===== config.mk =====
export PLATFORM = sky130hd
export DESIGN_NAME = sptx_top
export DESIGN_NICKNAME = d
export VERILOG_FILES = /design/src/core/sptx_enc8b10b.v /design/src/core/sptx_sync3.v /design/src/core/sptx_top.v
export VERILOG_INCLUDE_DIRS = /design/src /design/src/core
export SDC_FILE = /design/constraint.sdc
export NUM_CORES = 1
export LEC_CHECK = 0
export CORE_MARGIN = 1
export CORE_UTILIZATION = 53
export CTS_CLUSTER_SIZE = 30
export DETAILED_ROUTE_END_ITERATION = 8
export DONT_BUFFER_PORTS = 1
export PLACE_DENSITY = 0.68
export SLEW_MARGIN = 10
export SYNTH_ARGS = -nofsm -noshare
export SYNTH_HDL_FRONTEND = slang
export SYNTH_HIERARCHICAL = 1
export SYNTH_SLANG_ARGS = --single-unit

===== constraint.sdc =====
create_clock -name pclk -period 20.3 [get_ports pclk]
set_input_delay 2.03 -clock pclk [delete_from_list [all_inputs] [get_ports pclk]]
set_output_delay 2.03 -clock pclk [all_outputs]
set_load 0.02 [all_outputs]

===== src/core/sptx_regs.vh =====
`ifndef SPTX_REGS_VH
`define SPTX_REGS_VH

// register byte offsets
`define SPTX_CTRL_OFS 8'h00
`define SPTX_STAT_OFS 8'h04
`define SPTX_IRQ_STAT_OFS 8'h08
`define SPTX_IRQ_MASK_OFS 8'h0c
`define SPTX_LAST_CHAR_OFS 8'h10

// control fields
`define SPTX_CTRL_ENC_BIT 0
`define SPTX_CTRL_CKSEL_BIT 1
`define SPTX_CTRL_RATE_BIT 2
`define SPTX_CTRL_PABRST_BIT 3
`define SPTX_CTRL_RESET 4'h9

// status fields
`define SPTX_STAT_ERR_BIT 0
`define SPTX_STAT_INIT_BIT 1
`define SPTX_STAT_SYNC_BIT 2

// interrupt fields
`define SPTX_IRQ_ERR_SET_BIT 0
`define SPTX_IRQ_ERR_CLR_BIT 1
`define SPTX_IRQ_SYNC_DONE_BIT 2
`define SPTX_IRQ_W 3

// character type codes on the control pair
`define SPTX_CT_DATA 2'h0
`define SPTX_CT_FILL 2'h1
`define SPTX_CT_SPECIAL 2'h2
`define SPTX_CT_SYNC 2'h3

// word sync final count (sixteenth character) and reversed positions
`define SPTX_SYNC_LEN 4'hf
`define SPTX_SYNC_REV_A 4'h1
`define SPTX_SYNC_REV_B 4'h2

// fill character byte (K28.5) and violation character
`define SPTX_K28_5_BYTE 8'hbc
`define SPTX_VIOL_CHAR 10'h2f8

`endif


===== src/core/sptx_enc8b10b.v =====
`timescale 1ns/100ps
module sptx_enc8b10b (
    byte_in,
    is_k,
    rd_in,
    code_out,
    rd_out
);
    input wire [7:0] byte_in;
    input wire is_k;
    input wire rd_in;
    output reg [9:0] code_out;
    output reg rd_out;

    // 5b/6b, negative disparity form, a in bit 5
    function [5:0] tab6;
        input [4:0] x;
        begin
            case (x)
                5'd0: tab6 = 6'b100111;
                5'd1: tab6 = 6'b011101;
                5'd2: tab6 = 6'b101101;
                5'd3: tab6 = 6'b110001;
                5'd4: tab6 = 6'b110101;
                5'd5: tab6 = 6'b101001;
                5'd6: tab6 = 6'b011001;
                5'd7: tab6 = 6'b111000;
                5'd8: tab6 = 6'b111001;
                5'd9: tab6 = 6'b100101;
                5'd10: tab6 = 6'b010101;
                5'd11: tab6 = 6'b110100;
                5'd12: tab6 = 6'b001101;
                5'd13: tab6 = 6'b101100;
                5'd14: tab6 = 6'b011100;
                5'd15: tab6 = 6'b010111;
                5'd16: tab6 = 6'b011011;
                5'd17: tab6 = 6'b100011;
                5'd18: tab6 = 6'b010011;
                5'd19: tab6 = 6'b110010;
                5'd20: tab6 = 6'b001011;
                5'd21: tab6 = 6'b101010;
                5'd22: tab6 = 6'b011010;
                5'd23: tab6 = 6'b111010;
                5'd24: tab6 = 6'b110011;
                5'd25: tab6 = 6'b100110;
                5'd26: tab6 = 6'b010110;
                5'd27: tab6 = 6'b110110;
                5'd28: tab6 = 6'b001110;
                5'd29: tab6 = 6'b101110;
                5'd30: tab6 = 6'b011110;
                default: tab6 = 6'b101011;
            endcase
        end
    endfunction

    // 3b/4b, negative disparity form, f in bit 3
    function [3:0] tab4;
        input [2:0] y;
        begin
            case (y)
                3'd0: tab4 = 4'b1011;
                3'd1: tab4 = 4'b1001;
                3'd2: tab4 = 4'b0101;
                3'd3: tab4 = 4'b1100;
                3'd4: tab4 = 4'b1101;
                3'd5: tab4 = 4'b1010;
                3'd6: tab4 = 4'b0110;
                default: tab4 = 4'b1110;
            endcase
        end
    endfunction

    function [2:0] ones6;
        input [5:0] v;
        begin
            ones6 = {2'b00, v[0]} + {2'b00, v[1]} + {2'b00, v[2]} + {2'b00, v[3]} + {2'b00, v[4]} + {2'b00, v[5]};
        end
    endfunction

    function [2:0] ones4;
        input [3:0] v;
        begin
            ones4 = {2'b00, v[0]} + {2'b00, v[1]} + {2'b00, v[2]} + {2'b00, v[3]};
        end
    endfunction

    reg [4:0] x;
    reg [2:0] y;
    reg k28;
    reg [5:0] s6;
    reg [3:0] s4;
    reg rd1;
    reg alt7;

    // rd_in high means positive running disparity
    always @*
    begin
        x = byte_in[4:0];
        y = byte_in[7:5];
        k28 = is_k && (x == 5'd28);
        s6 = k28 ? 6'b001111 : tab6(x);
        if (rd_in && ((ones6(s6) != 3'd3) || (x == 5'd7 && !k28)))
            s6 = ~s6;
        rd1 = rd_in ^ (ones6(s6) != 3'd3);
        alt7 = (y == 3'd7) && ((is_k && !k28) ||
               (!rd1 && (x == 5'd17 || x == 5'd18 || x == 5'd20)) ||
               (rd1 && (x == 5'd11 || x == 5'd13 || x == 5'd14)));
        s4 = alt7 ? 4'b0111 : tab4(y);
        if (k28 && y == 3'd7)
            s4 = 4'b0111;
        if (rd1 && ((ones4(s4) != 3'd2) || (y == 3'd3)))
            s4 = ~s4;
        else if (k28 && !rd1 && ones4(s4) == 3'd2)
            s4 = ~s4;
        rd_out = rd1 ^ (ones4(s4) != 3'd2);
        code_out = {s4[0], s4[1], s4[2], s4[3], s6[0], s6[1], s6[2], s6[3], s6[4], s6[5]};
    end
endmodule


===== src/core/sptx_sync3.v =====
`timescale 1ns/100ps
module sptx_sync3 #(
    parameter WIDTH = 1
) (
    pclk,
    presetn,
    d,
    q
);
    input wire pclk;
    input wire presetn;
    input wire [WIDTH-1:0] d;
    output reg [WIDTH-1:0] q;

    reg [WIDTH-1:0] ff1_reg;
    reg [WIDTH-1:0] ff2_reg;
    reg [WIDTH-1:0] ff3_reg;
    integer i;

    // a bit changes only once stages two and three agree
    always @(posedge pclk or negedge presetn)
    begin
        if (!presetn)
        begin
            ff1_reg <= {WIDTH{1'b0}};
            ff2_reg <= {WIDTH{1'b0}};
            ff3_reg <= {WIDTH{1'b0}};
            q <= {WIDTH{1'b0}};
        end
        else
        begin
            ff1_reg <= d;
            ff2_reg <= ff1_reg;
            ff3_reg <= ff2_reg;
            for (i = 0; i < WIDTH; i = i + 1)
            begin
                if (ff2_reg[i] == ff3_reg[i])
                    q[i] <= ff3_reg[i];
            end
        end
    end
endmodule


===== src/core/sptx_top.v =====
// What this block does
// encoding on: eight data and two control bits captured together each rising input clock edge
// bypass: control pair forms raw bits 8 and 9 above data bits 0..7
// host clock selected: captured characters pass through the phase-align buffer
// reference clock selected: buffer skipped, characters go straight to the encoder
// host clock may wander half a character period after buffer initialisation
// buffer overflow or underflow raises error output until buffer re-initialised
// writing zero to the buffer reset latch re-initialises the buffer phase
// while buffer error is active, the violation character is sent continuously
// word sync code during buffer error re-centres buffer and clears error
// host should follow each buffer reset with a full word sync sequence
// one 10-bit character leaves the encoder stage per character clock
// encoder latch at 1: 8B/10B coding with running disparity
// control pair decoded with data bits to select the transmission character
// two non-overlapping special code tables may map to the same character
// each character is handed to the shifter and sent least significant bit first
// bypass: captured character reaches the shifter unaltered, no control effect
// control pair 00 data, 01 fill, 10 special, 11 word sync sequence
// word sync runs sixteen characters uninterrupted, input ignored, restarts if sampled again
// after reset disparity is negative and buffer waits uninitialised for latch write
//
// Local design decisions: the APB register port and the address map.
`timescale 1ns/100ps
`include "sptx_regs.vh"
module sptx_top #(
    parameter PAB_DEPTH = 4,
    parameter PTR_W = 2
) (
    pclk,
    presetn,
    psel,
    penable,
    pwrite,
    paddr,
    pwdata,
    prdata,
    pready,
    pslverr,
    host_tx_input_clock,
    channel_reference_clock,
    tx_char_data_in,
    tx_char_ctrl_in,
    tx_char_out,
    tx_char_strobe,
    tx_serial_out,
    tx_phase_error_out,
    irq_out
);
    input wire pclk;
    input wire presetn;
    input wire psel;
    input wire penable;
    input wire pwrite;
    input wire [7:0] paddr;
    input wire [31:0] pwdata;
    output reg [31:0] prdata;
    output wire pready;
    output wire pslverr;
    input wire host_tx_input_clock;
    input wire channel_reference_clock;
    input wire [7:0] tx_char_data_in;
    input wire [1:0] tx_char_ctrl_in;
    output reg [9:0] tx_char_out;
    output reg tx_char_strobe;
    output wire tx_serial_out;
    output reg tx_phase_error_out;
    output wire irq_out;

    // pin synchronisers
    wire [9:0] pin_char;
    wire host_clk_s;
    wire ref_clk_s;
    sptx_sync3 #(.WIDTH(10)) u_sync_char (
        .pclk(pclk),
        .presetn(presetn),
        .d({tx_char_ctrl_in, tx_char_data_in}),
        .q(pin_char)
    );
    sptx_sync3 #(.WIDTH(2)) u_sync_clk (
        .pclk(pclk),
        .presetn(presetn),
        .d({channel_reference_clock, host_tx_input_clock}),
        .q({ref_clk_s, host_clk_s})
    );

    reg host_clk_d_reg;
    reg ref_clk_d_reg;
    reg [3:0] ctrl_reg;
    reg [`SPTX_IRQ_W-1:0] irq_stat_reg;
    reg [`SPTX_IRQ_W-1:0] irq_mask_reg;
    reg [9:0] pab_mem_reg [0:PAB_DEPTH-1];
    reg [PTR_W-1:0] wptr_reg;
    reg [PTR_W-1:0] rptr_reg;
    reg [PTR_W:0] count_reg;
    reg init_done_reg;
    reg prime_reg;
    reg rd_reg;
    reg sync_active_reg;
    reg [3:0] sync_cnt_reg;
    reg [9:0] shift_reg;

    wire enc_on = ctrl_reg[`SPTX_CTRL_ENC_BIT];
    wire cksel = ctrl_reg[`SPTX_CTRL_CKSEL_BIT];
    wire rate = ctrl_reg[`SPTX_CTRL_RATE_BIT];
    wire host_edge = host_clk_s && !host_clk_d_reg;
    wire ref_rise = ref_clk_s && !ref_clk_d_reg;
    wire ref_fall = !ref_clk_s && ref_clk_d_reg;
    // half-rate reference makes a character on both edges
    wire char_tick = ref_rise || (rate && ref_fall);

    // apb decode, zero wait states
    wire apb_access = psel && penable;
    wire apb_wr = apb_access && pwrite;
    wire addr_ok = (paddr == `SPTX_CTRL_OFS) || (paddr == `SPTX_STAT_OFS) || (paddr == `SPTX_IRQ_STAT_OFS) ||
                   (paddr == `SPTX_IRQ_MASK_OFS) || (paddr == `SPTX_LAST_CHAR_OFS);
    assign pready = 1'b1;
    assign pslverr = apb_access && !addr_ok;
    wire ctrl_wr = apb_wr && (paddr == `SPTX_CTRL_OFS);
    wire pab_init = ctrl_wr && !pwdata[`SPTX_CTRL_PABRST_BIT];

    // buffer push and pop
    wire use_pab = !cksel;
    wire push = use_pab && host_edge;
    wire pop_req = use_pab && char_tick && init_done_reg && !prime_reg && !tx_phase_error_out;
    wire overflow = push && init_done_reg && !tx_phase_error_out && !pop_req && (count_reg == PAB_DEPTH);
    wire underflow = use_pab && char_tick && init_done_reg && !prime_reg && !tx_phase_error_out &&
                     (count_reg == {(PTR_W+1){1'b0}});
    wire pop = pop_req && (count_reg != {(PTR_W+1){1'b0}});
    // a sync code arriving during an error re-centres the buffer
    wire err_sync = push && tx_phase_error_out && enc_on && (pin_char[9:8] == `SPTX_CT_SYNC);
    wire err_set = overflow || underflow;
    wire err_clr = pab_init || err_sync;
    wire push_ok = push && init_done_reg && !tx_phase_error_out && !overflow;

    // character source for this tick
    reg src_valid;
    reg [9:0] src_char;
    always @*
    begin
        src_valid = 1'b0;
        src_char = pin_char;
        if (!use_pab)
        begin
            src_valid = char_tick;
        end
        else if (pop)
        begin
            src_valid = 1'b1;
            src_char = pab_mem_reg[rptr_reg];
        end
    end

    // special character tables: low index set and the native K byte set
    reg sp_ok;
    reg [7:0] sp_byte;
    always @*
    begin
        sp_ok = 1'b1;
        case (src_char[7:0])
            8'h00, 8'h1c: sp_byte = 8'h1c;
            8'h01, 8'h3c: sp_byte = 8'h3c;
            8'h02, 8'h5c: sp_byte = 8'h5c;
            8'h03, 8'h7c: sp_byte = 8'h7c;
            8'h04, 8'h9c: sp_byte = 8'h9c;
            8'h05, 8'hbc: sp_byte = 8'hbc;
            8'h06, 8'hdc: sp_byte = 8'hdc;
            8'h07, 8'hfc: sp_byte = 8'hfc;
            8'h08, 8'hf7: sp_byte = 8'hf7;
            8'h09, 8'hfb: sp_byte = 8'hfb;
            8'h0a, 8'hfd: sp_byte = 8'hfd;
            8'h0b, 8'hfe: sp_byte = 8'hfe;
            default:
            begin
                sp_ok = 1'b0;
                sp_byte = 8'h00;
            end
        endcase
    end

    // character selection
    reg [7:0] enc_byte;
    reg enc_k;
    reg enc_rd_in;
    reg use_enc;
    reg [9:0] fixed_char;
    reg start_sync;
    reg sync_rev;
    always @*
    begin
        enc_byte = `SPTX_K28_5_BYTE;
        enc_k = 1'b1;
        use_enc = 1'b1;
        fixed_char = `SPTX_VIOL_CHAR;
        start_sync = 1'b0;
        sync_rev = 1'b0;
        if (sync_active_reg)
        begin
            sync_rev = (sync_cnt_reg == `SPTX_SYNC_REV_A) || (sync_cnt_reg == `SPTX_SYNC_REV_B);
        end
        else if (use_pab && tx_phase_error_out)
        begin
            use_enc = 1'b0;
        end
        else if (!src_valid)
        begin
            enc_k = 1'b1;
        end
        else if (!enc_on)
        begin
            use_enc = 1'b0;
            fixed_char = src_char;
        end
        else
        begin
            case (src_char[9:8])
                `SPTX_CT_DATA:
                begin
                    enc_byte = src_char[7:0];
                    enc_k = 1'b0;
                end
                `SPTX_CT_FILL: enc_k = 1'b1;
                `SPTX_CT_SPECIAL:
                begin
                    enc_byte = sp_byte;
                    use_enc = sp_ok;
                end
                `SPTX_CT_SYNC: start_sync = 1'b1;
                default: enc_k = 1'b1;
            endcase
        end
        enc_rd_in = rd_reg ^ sync_rev;
    end

    wire [9:0] enc_code;
    wire enc_rd_out;
    sptx_enc8b10b u_enc (
        .byte_in(enc_byte),
        .is_k(enc_k),
        .rd_in(enc_rd_in),
        .code_out(enc_code),
        .rd_out(enc_rd_out)
    );

    wire sync_last = sync_active_reg && (sync_cnt_reg == `SPTX_SYNC_LEN);
    wire sync_again = src_valid && enc_on && (src_char[9:8] == `SPTX_CT_SYNC);

    // character stage, one character per tick
    always @(posedge pclk or negedge presetn)
    begin
        if (!presetn)
        begin
            host_clk_d_reg <= 1'b0;
            ref_clk_d_reg <= 1'b0;
            rd_reg <= 1'b0;
            sync_active_reg <= 1'b0;
            sync_cnt_reg <= 4'h0;
            tx_char_out <= 10'h000;
            tx_char_strobe <= 1'b0;
            shift_reg <= 10'h000;
        end
        else
        begin
            host_clk_d_reg <= host_clk_s;
            ref_clk_d_reg <= ref_clk_s;
            tx_char_strobe <= char_tick;
            if (char_tick)
            begin
                tx_char_out <= use_enc ? enc_code : fixed_char;
                shift_reg <= use_enc ? enc_code : fixed_char;
                if (use_enc)
                    rd_reg <= enc_rd_out ^ sync_rev;
                if (sync_active_reg)
                begin
                    // input ignored until the sixteenth character, restart if sync seen then
                    sync_active_reg <= !sync_last || sync_again;
                    sync_cnt_reg <= sync_last ? 4'h1 : sync_cnt_reg + 4'h1;
                    if (sync_last && !sync_again)
                        sync_cnt_reg <= 4'h0;
                end
                else if (start_sync)
                begin
                    sync_active_reg <= 1'b1;
                    sync_cnt_reg <= 4'h1;
                end
            end
            else
            begin
                shift_reg <= {1'b0, shift_reg[9:1]};
            end
        end
    end
    assign tx_serial_out = shift_reg[0];

    // phase-align buffer
    always @(posedge pclk or negedge presetn)
    begin
        if (!presetn)
        begin
            wptr_reg <= {PTR_W{1'b0}};
            rptr_reg <= {PTR_W{1'b0}};
            count_reg <= {(PTR_W+1){1'b0}};
            init_done_reg <= 1'b0;
            prime_reg <= 1'b1;
            tx_phase_error_out <= 1'b0;
        end
        else
        begin
            if (err_set)
                tx_phase_error_out <= 1'b1;
            else if (err_clr)
                tx_phase_error_out <= 1'b0;
            if (pab_init || (err_sync && !err_set))
            begin
                // restart with reads held until half full so the host clock may wander both ways
                init_done_reg <= 1'b1;
                prime_reg <= 1'b1;
                rptr_reg <= {PTR_W{1'b0}};
                wptr_reg <= err_sync ? {{(PTR_W-1){1'b0}}, 1'b1} : {PTR_W{1'b0}};
                count_reg <= err_sync ? {{PTR_W{1'b0}}, 1'b1} : {(PTR_W+1){1'b0}};
            end
            else
            begin
                if (push_ok)
                    wptr_reg <= wptr_reg + {{(PTR_W-1){1'b0}}, 1'b1};
                if (pop)
                    rptr_reg <= rptr_reg + {{(PTR_W-1){1'b0}}, 1'b1};
                if (push_ok && !pop)
                    count_reg <= count_reg + {{PTR_W{1'b0}}, 1'b1};
                else if (pop && !push_ok)
                    count_reg <= count_reg - {{PTR_W{1'b0}}, 1'b1};
                if (prime_reg && count_reg >= (PAB_DEPTH / 2))
                    prime_reg <= 1'b0;
            end
        end
    end

    always @(posedge pclk)
    begin
        if (push_ok || err_sync)
            pab_mem_reg[(err_sync && !err_set) ? {PTR_W{1'b0}} : wptr_reg] <= pin_char;
    end

    // registers and interrupts
    wire [`SPTX_IRQ_W-1:0] irq_ev = {sync_last && char_tick && !sync_again,
                                     err_clr && tx_phase_error_out && !err_set, err_set};
    always @(posedge pclk or negedge presetn)
    begin
        if (!presetn)
        begin
            ctrl_reg <= `SPTX_CTRL_RESET;
            irq_stat_reg <= {`SPTX_IRQ_W{1'b0}};
            irq_mask_reg <= {`SPTX_IRQ_W{1'b0}};
        end
        else
        begin
            if (ctrl_wr)
                ctrl_reg <= pwdata[3:0];
            if (apb_wr && paddr == `SPTX_IRQ_MASK_OFS)
                irq_mask_reg <= pwdata[`SPTX_IRQ_W-1:0];
            if (apb_wr && paddr == `SPTX_IRQ_STAT_OFS)
                irq_stat_reg <= (irq_stat_reg & ~pwdata[`SPTX_IRQ_W-1:0]) | irq_ev;
            else
                irq_stat_reg <= irq_stat_reg | irq_ev;
        end
    end
    assign irq_out = |(irq_stat_reg & irq_mask_reg);

    // read data registered in the setup cycle
    always @(posedge pclk or negedge presetn)
    begin
        if (!presetn)
            prdata <= 32'h0000_0000;
        else if (psel && !penable && !pwrite)
        begin
            case (paddr)
                `SPTX_CTRL_OFS: prdata <= {28'h000_0000, ctrl_reg};
                `SPTX_STAT_OFS: prdata <= {21'h00_0000, count_reg, 4'h0, 1'b0, sync_active_reg,
                                           init_done_reg, tx_phase_error_out};
                `SPTX_IRQ_STAT_OFS: prdata <= {29'h0000_0000, irq_stat_reg};
                `SPTX_IRQ_MASK_OFS: prdata <= {29'h0000_0000, irq_mask_reg};
                `SPTX_LAST_CHAR_OFS: prdata <= {22'h00_0000, tx_char_out};
                default: prdata <= 32'h0000_0000;
            endcase
        end
    end
endmodule


==> load_flow_metrics.sql <==
INSERT INTO impl_metrics (metric_group, metric, value, unit) VALUES
('timing', 'final_hold_viol_count', '0', ''),
('placed_design', 'post-place-cells', '819', ''),
('global_routing', 'grt_pass1_vias', '4767', ''),
('finish', 'fillCellCount', '1135', ''),
('floorplan', 'num_rows', '43', ''),
('global_routing', 'global_route.overflow_total', '0', ''),
('synthesis', 'arithmetic_cell_share_of_the_synthesized_area_counting_full_adders_half_adders_and_majority_gates', '7.13', '%'),
('timing', 'rsz0062_at_grt', 'no', ''),
('timing', 'timing_max_transition_violations_final', '0', ''),
('floorplan', 'core_region_area', '0.0139', 'mm²'),
('synthesis', 'post_synth_main_area_contributors', 'dfrtp_1 35%, edfxtp_1 16%, ha_1 3.5%', ''),
('synthesis', 'post_synthesis_instance_area', '0.00755', 'mm²'),
('finish', 'non_filler_cells_final', '851', ''),
('finish', 'multiInputGateArea', '0.00333', 'mm²'),
('global_routing', 'pin_count_of_the_biggest_net_entering_global_routing', '109', ''),
('run_status', 'outcome', 'finished clean', ''),
('synthesis', 'dominant_register_cell_in_the_synthesized_netlist', 'dfrtp_1', ''),
('timing', 'setup_viol', '0', ''),
('setup_path', 'endpoint_kind', 'flop', ''),
('setup_path', 'worst_ep_arrival_time', '14.40', 'ns'),
('setup_path', 'criticalPathCategory', 'reg -> reg', ''),
('clock_tree', 'cts-resized-gates', '0', ''),
('synthesis', 'synth.mux.area_fraction', '7.98', '%'),
('detailed_routing', 'drt_iter0_drc', '238', ''),
('global_routing', 'initial_antenna_violation_count', '0', ''),
('finish', 'largest_register_ff_count', '40', ''),
('detailed_routing', 'drc', '0', ''),
('floorplan', 'ioPinCount', '105', ''),
('setup_path', 'cell_family_contributing_the_most_delay_on_the_critical_path', 'adder cells', ''),
('setup_path', 'critPathRequiredTime', '20.60', 'ns'),
('min_path', 'min_path_type', 'reg -> reg', ''),
('synthesis', 'synth_area_per_cell', '11.4', 'µm²'),
('placed_design', 'gp_congestion', '0.858', ''),
('synthesis', 'synthSimpleGateAreaFrac', '12.4', '%'),
('floorplan', 'fp.dieW', '121', 'µm'),
('timing', 'worst_slew_pin_slew', '1.13', 'ns'),
('power_and_ir_drop', 'max-vdd-ir-drop', '0.000109', 'V'),
('synthesis', 'async_reset_ff_share', '73.0', '%'),
('finish', 'flow.area_growth_from_synthesis', '7.98', '%'),
('synthesis', 'yosysWarnings', '6', ''),
('synthesis', 'ys_seq_elements', '148', ''),
('detailed_routing', 'drt_first_pass_iters', '6', ''),
('clock_tree', 'clock_insertion_delay_worst_skew', '0.42', 'ns'),
('clock_tree', 'clk_root_buffer_cell', 'clkbuf_16', ''),
('synthesis', 'sequential_share_of_the_synthesized_area', '51.8', '%'),
('clock_tree', 'path_clk_slew', '0.06', 'ns'),
('clock_tree', 'cts_hold_buffers', '0', ''),
('finish', 'layout.cells.most_common_list', '105 x dfrtp_1, 67 x nand2_1, 52 x nor2_1', ''),
('placed_design', 'place_hpwl', '10500', 'µm'),
('detailed_routing', 'drt-wirelength-per-cell', '17.2', 'µm'),
('synthesis', 'synth_top_cell_by_area', 'dfrtp_1', ''),
('finish', 'drive_gt1_share', '15.8', '%'),
('timing', 'fmax', '70.9', 'MHz'),
('clock_tree', 'clock_h_tree_levels', '4', ''),
('setup_path', 'worst-path-buf-inv', '8', ''),
('setup_path', 'start_kind', 'flop', ''),
('synthesis', 'synth_top_family_by_area', 'compound AO/OA/AOI/OAI gates', ''),
('synthesis', 'synthDistinctLibCells', '77', ''),
('timing', 'post-route-min-period', '14.10', 'ns'),
('setup_path', 'critical_path_fanouts_max', '18', ''),
('run', 'cap_viol_max_count', '0', ''),
('detailed_routing', 'finalWirelength', '14700', 'µm'),
('timing', 'setup-tns-final', '0', 'ns'),
('synthesis', 'synth-edff-count', '40', ''),
('global_routing', 'first_pass_grt_wire_length', '23800', 'µm'),
('timing', 'timing.slew.headroom', '24.1', '%'),
('global_routing', 'groute.usage.overall', '21.2', '%'),
('timing', 'final.setup_skew', '0.00831', 'ns'),
('power_and_ir_drop', 'pwr_density_cell', '98.1', 'mW/mm²'),
('setup_path', 'slowest_cell_on_crit_path', 'a221oi_4', ''),
('power_and_ir_drop', 'power.static_leakage', '3.34', 'nW');
## layer usage
layer | share of wire, % | GRT usage (%) | wire [µm] | vias up
li1 | - | - | - | 2337
met1 | 46 | 29.0 | 6690 | 2438
met2 | 48 | 33.0 | 7050 | 129
met3 | 4.6 | 4.42 | 670 | 21
met4 | 1.7 | 8.33 | 253 | 0
met5 | 0 | 0 | 0 | -
## Yosys cell counts (10+ instances only)
master	number
ha_1	21
o21ai_0	47
nor2_1	52
mux2i_1	10
clkbuf_1	13
inv_1	26
edfxtp_1	40
mux2_2	19
nand3_1	18
buf_4	25
xnor2_1	15
maj3_2	12
dfrtp_1	105
a21oi_1	26
nand2_1	67
mux4_2	11
## logic make-up (layout without fill, tap and decap cells)
logic type               after synthesis  after routing
buffers and inverters                 72             61
flip-flops                           148            148
other                                  2             22
XOR/XNOR                              24             24
AO/OA/AOI/OAI                        138            138
adder cells (fa/ha/maj)               40             40
AND/OR/NAND/NOR                      195            195
multiplexers                          43             43
## final timing paths
| path | start | endpoint | slack (ns) | depth (start not counted) |
|---|---|---|---|---|
| max in group asynchronous | presetn | ctrl_reg[0] | 18.77 | 0 |
| worst min-delay path | u_sync_char/ff1_reg[9] | u_sync_char/ff2_reg[9] | 0.35 | 0 |
| worst max-delay path | tx_phase_error_out | rd_reg | 6.20 | 50 |
| worst min register to register | u_sync_char/ff1_reg[9] | u_sync_char/ff2_reg[9] | 0.35 | 0 |
| worst max register to register | tx_phase_error_out | rd_reg | 6.20 | 50 |
| min in group asynchronous | presetn | shift_reg[1] | 1.30 | 0 |
## per-stage QoR
step                      power [mW]  area, µm²  utilization, %  setup slack (ns)  hold slack, ns
after floorplan                0.478       7620               -              7.98           0.331
after global placement         0.499       7580            54.6              6.37           0.332
after detailed placement       0.503       7580            54.6              6.17           0.335
after CTS                      0.806       8150            58.7              6.09           0.349
after global routing           0.837       8150            58.7              5.30           0.357
final                          0.799       8150            58.7              6.20           0.348
## worst reg2reg max path: cells and delay by family, from the launching register on
family,cells,cell delay [ns]
adder cells (fa/ha/maj),15,4.90
AO/OA/AOI/OAI,9,2.85
flip-flops,1,0.57
XOR/XNOR,5,0.88
multiplexers,3,1.10
buffers and inverters,8,0.64
AND/OR/NAND/NOR,10,3.06
## where the power goes
group	switching (mW)	internal [mW]	leakage [nW]
clock network	0.129	0.171	0.282
logic	0.0747	0.0641	1.39
registers	0.0305	0.330	1.67
## area by class of cell
type	count	area share (%)
clock buffer	17	5.22
multi-input combinational	462	40.8
tap	180	2.76
clock inverter	15	1.78
inverter	27	1.24
timing repair buffer	2	0.184
sequential	148	48.0
Note: power is estimated with default switching activity, not from simulation.
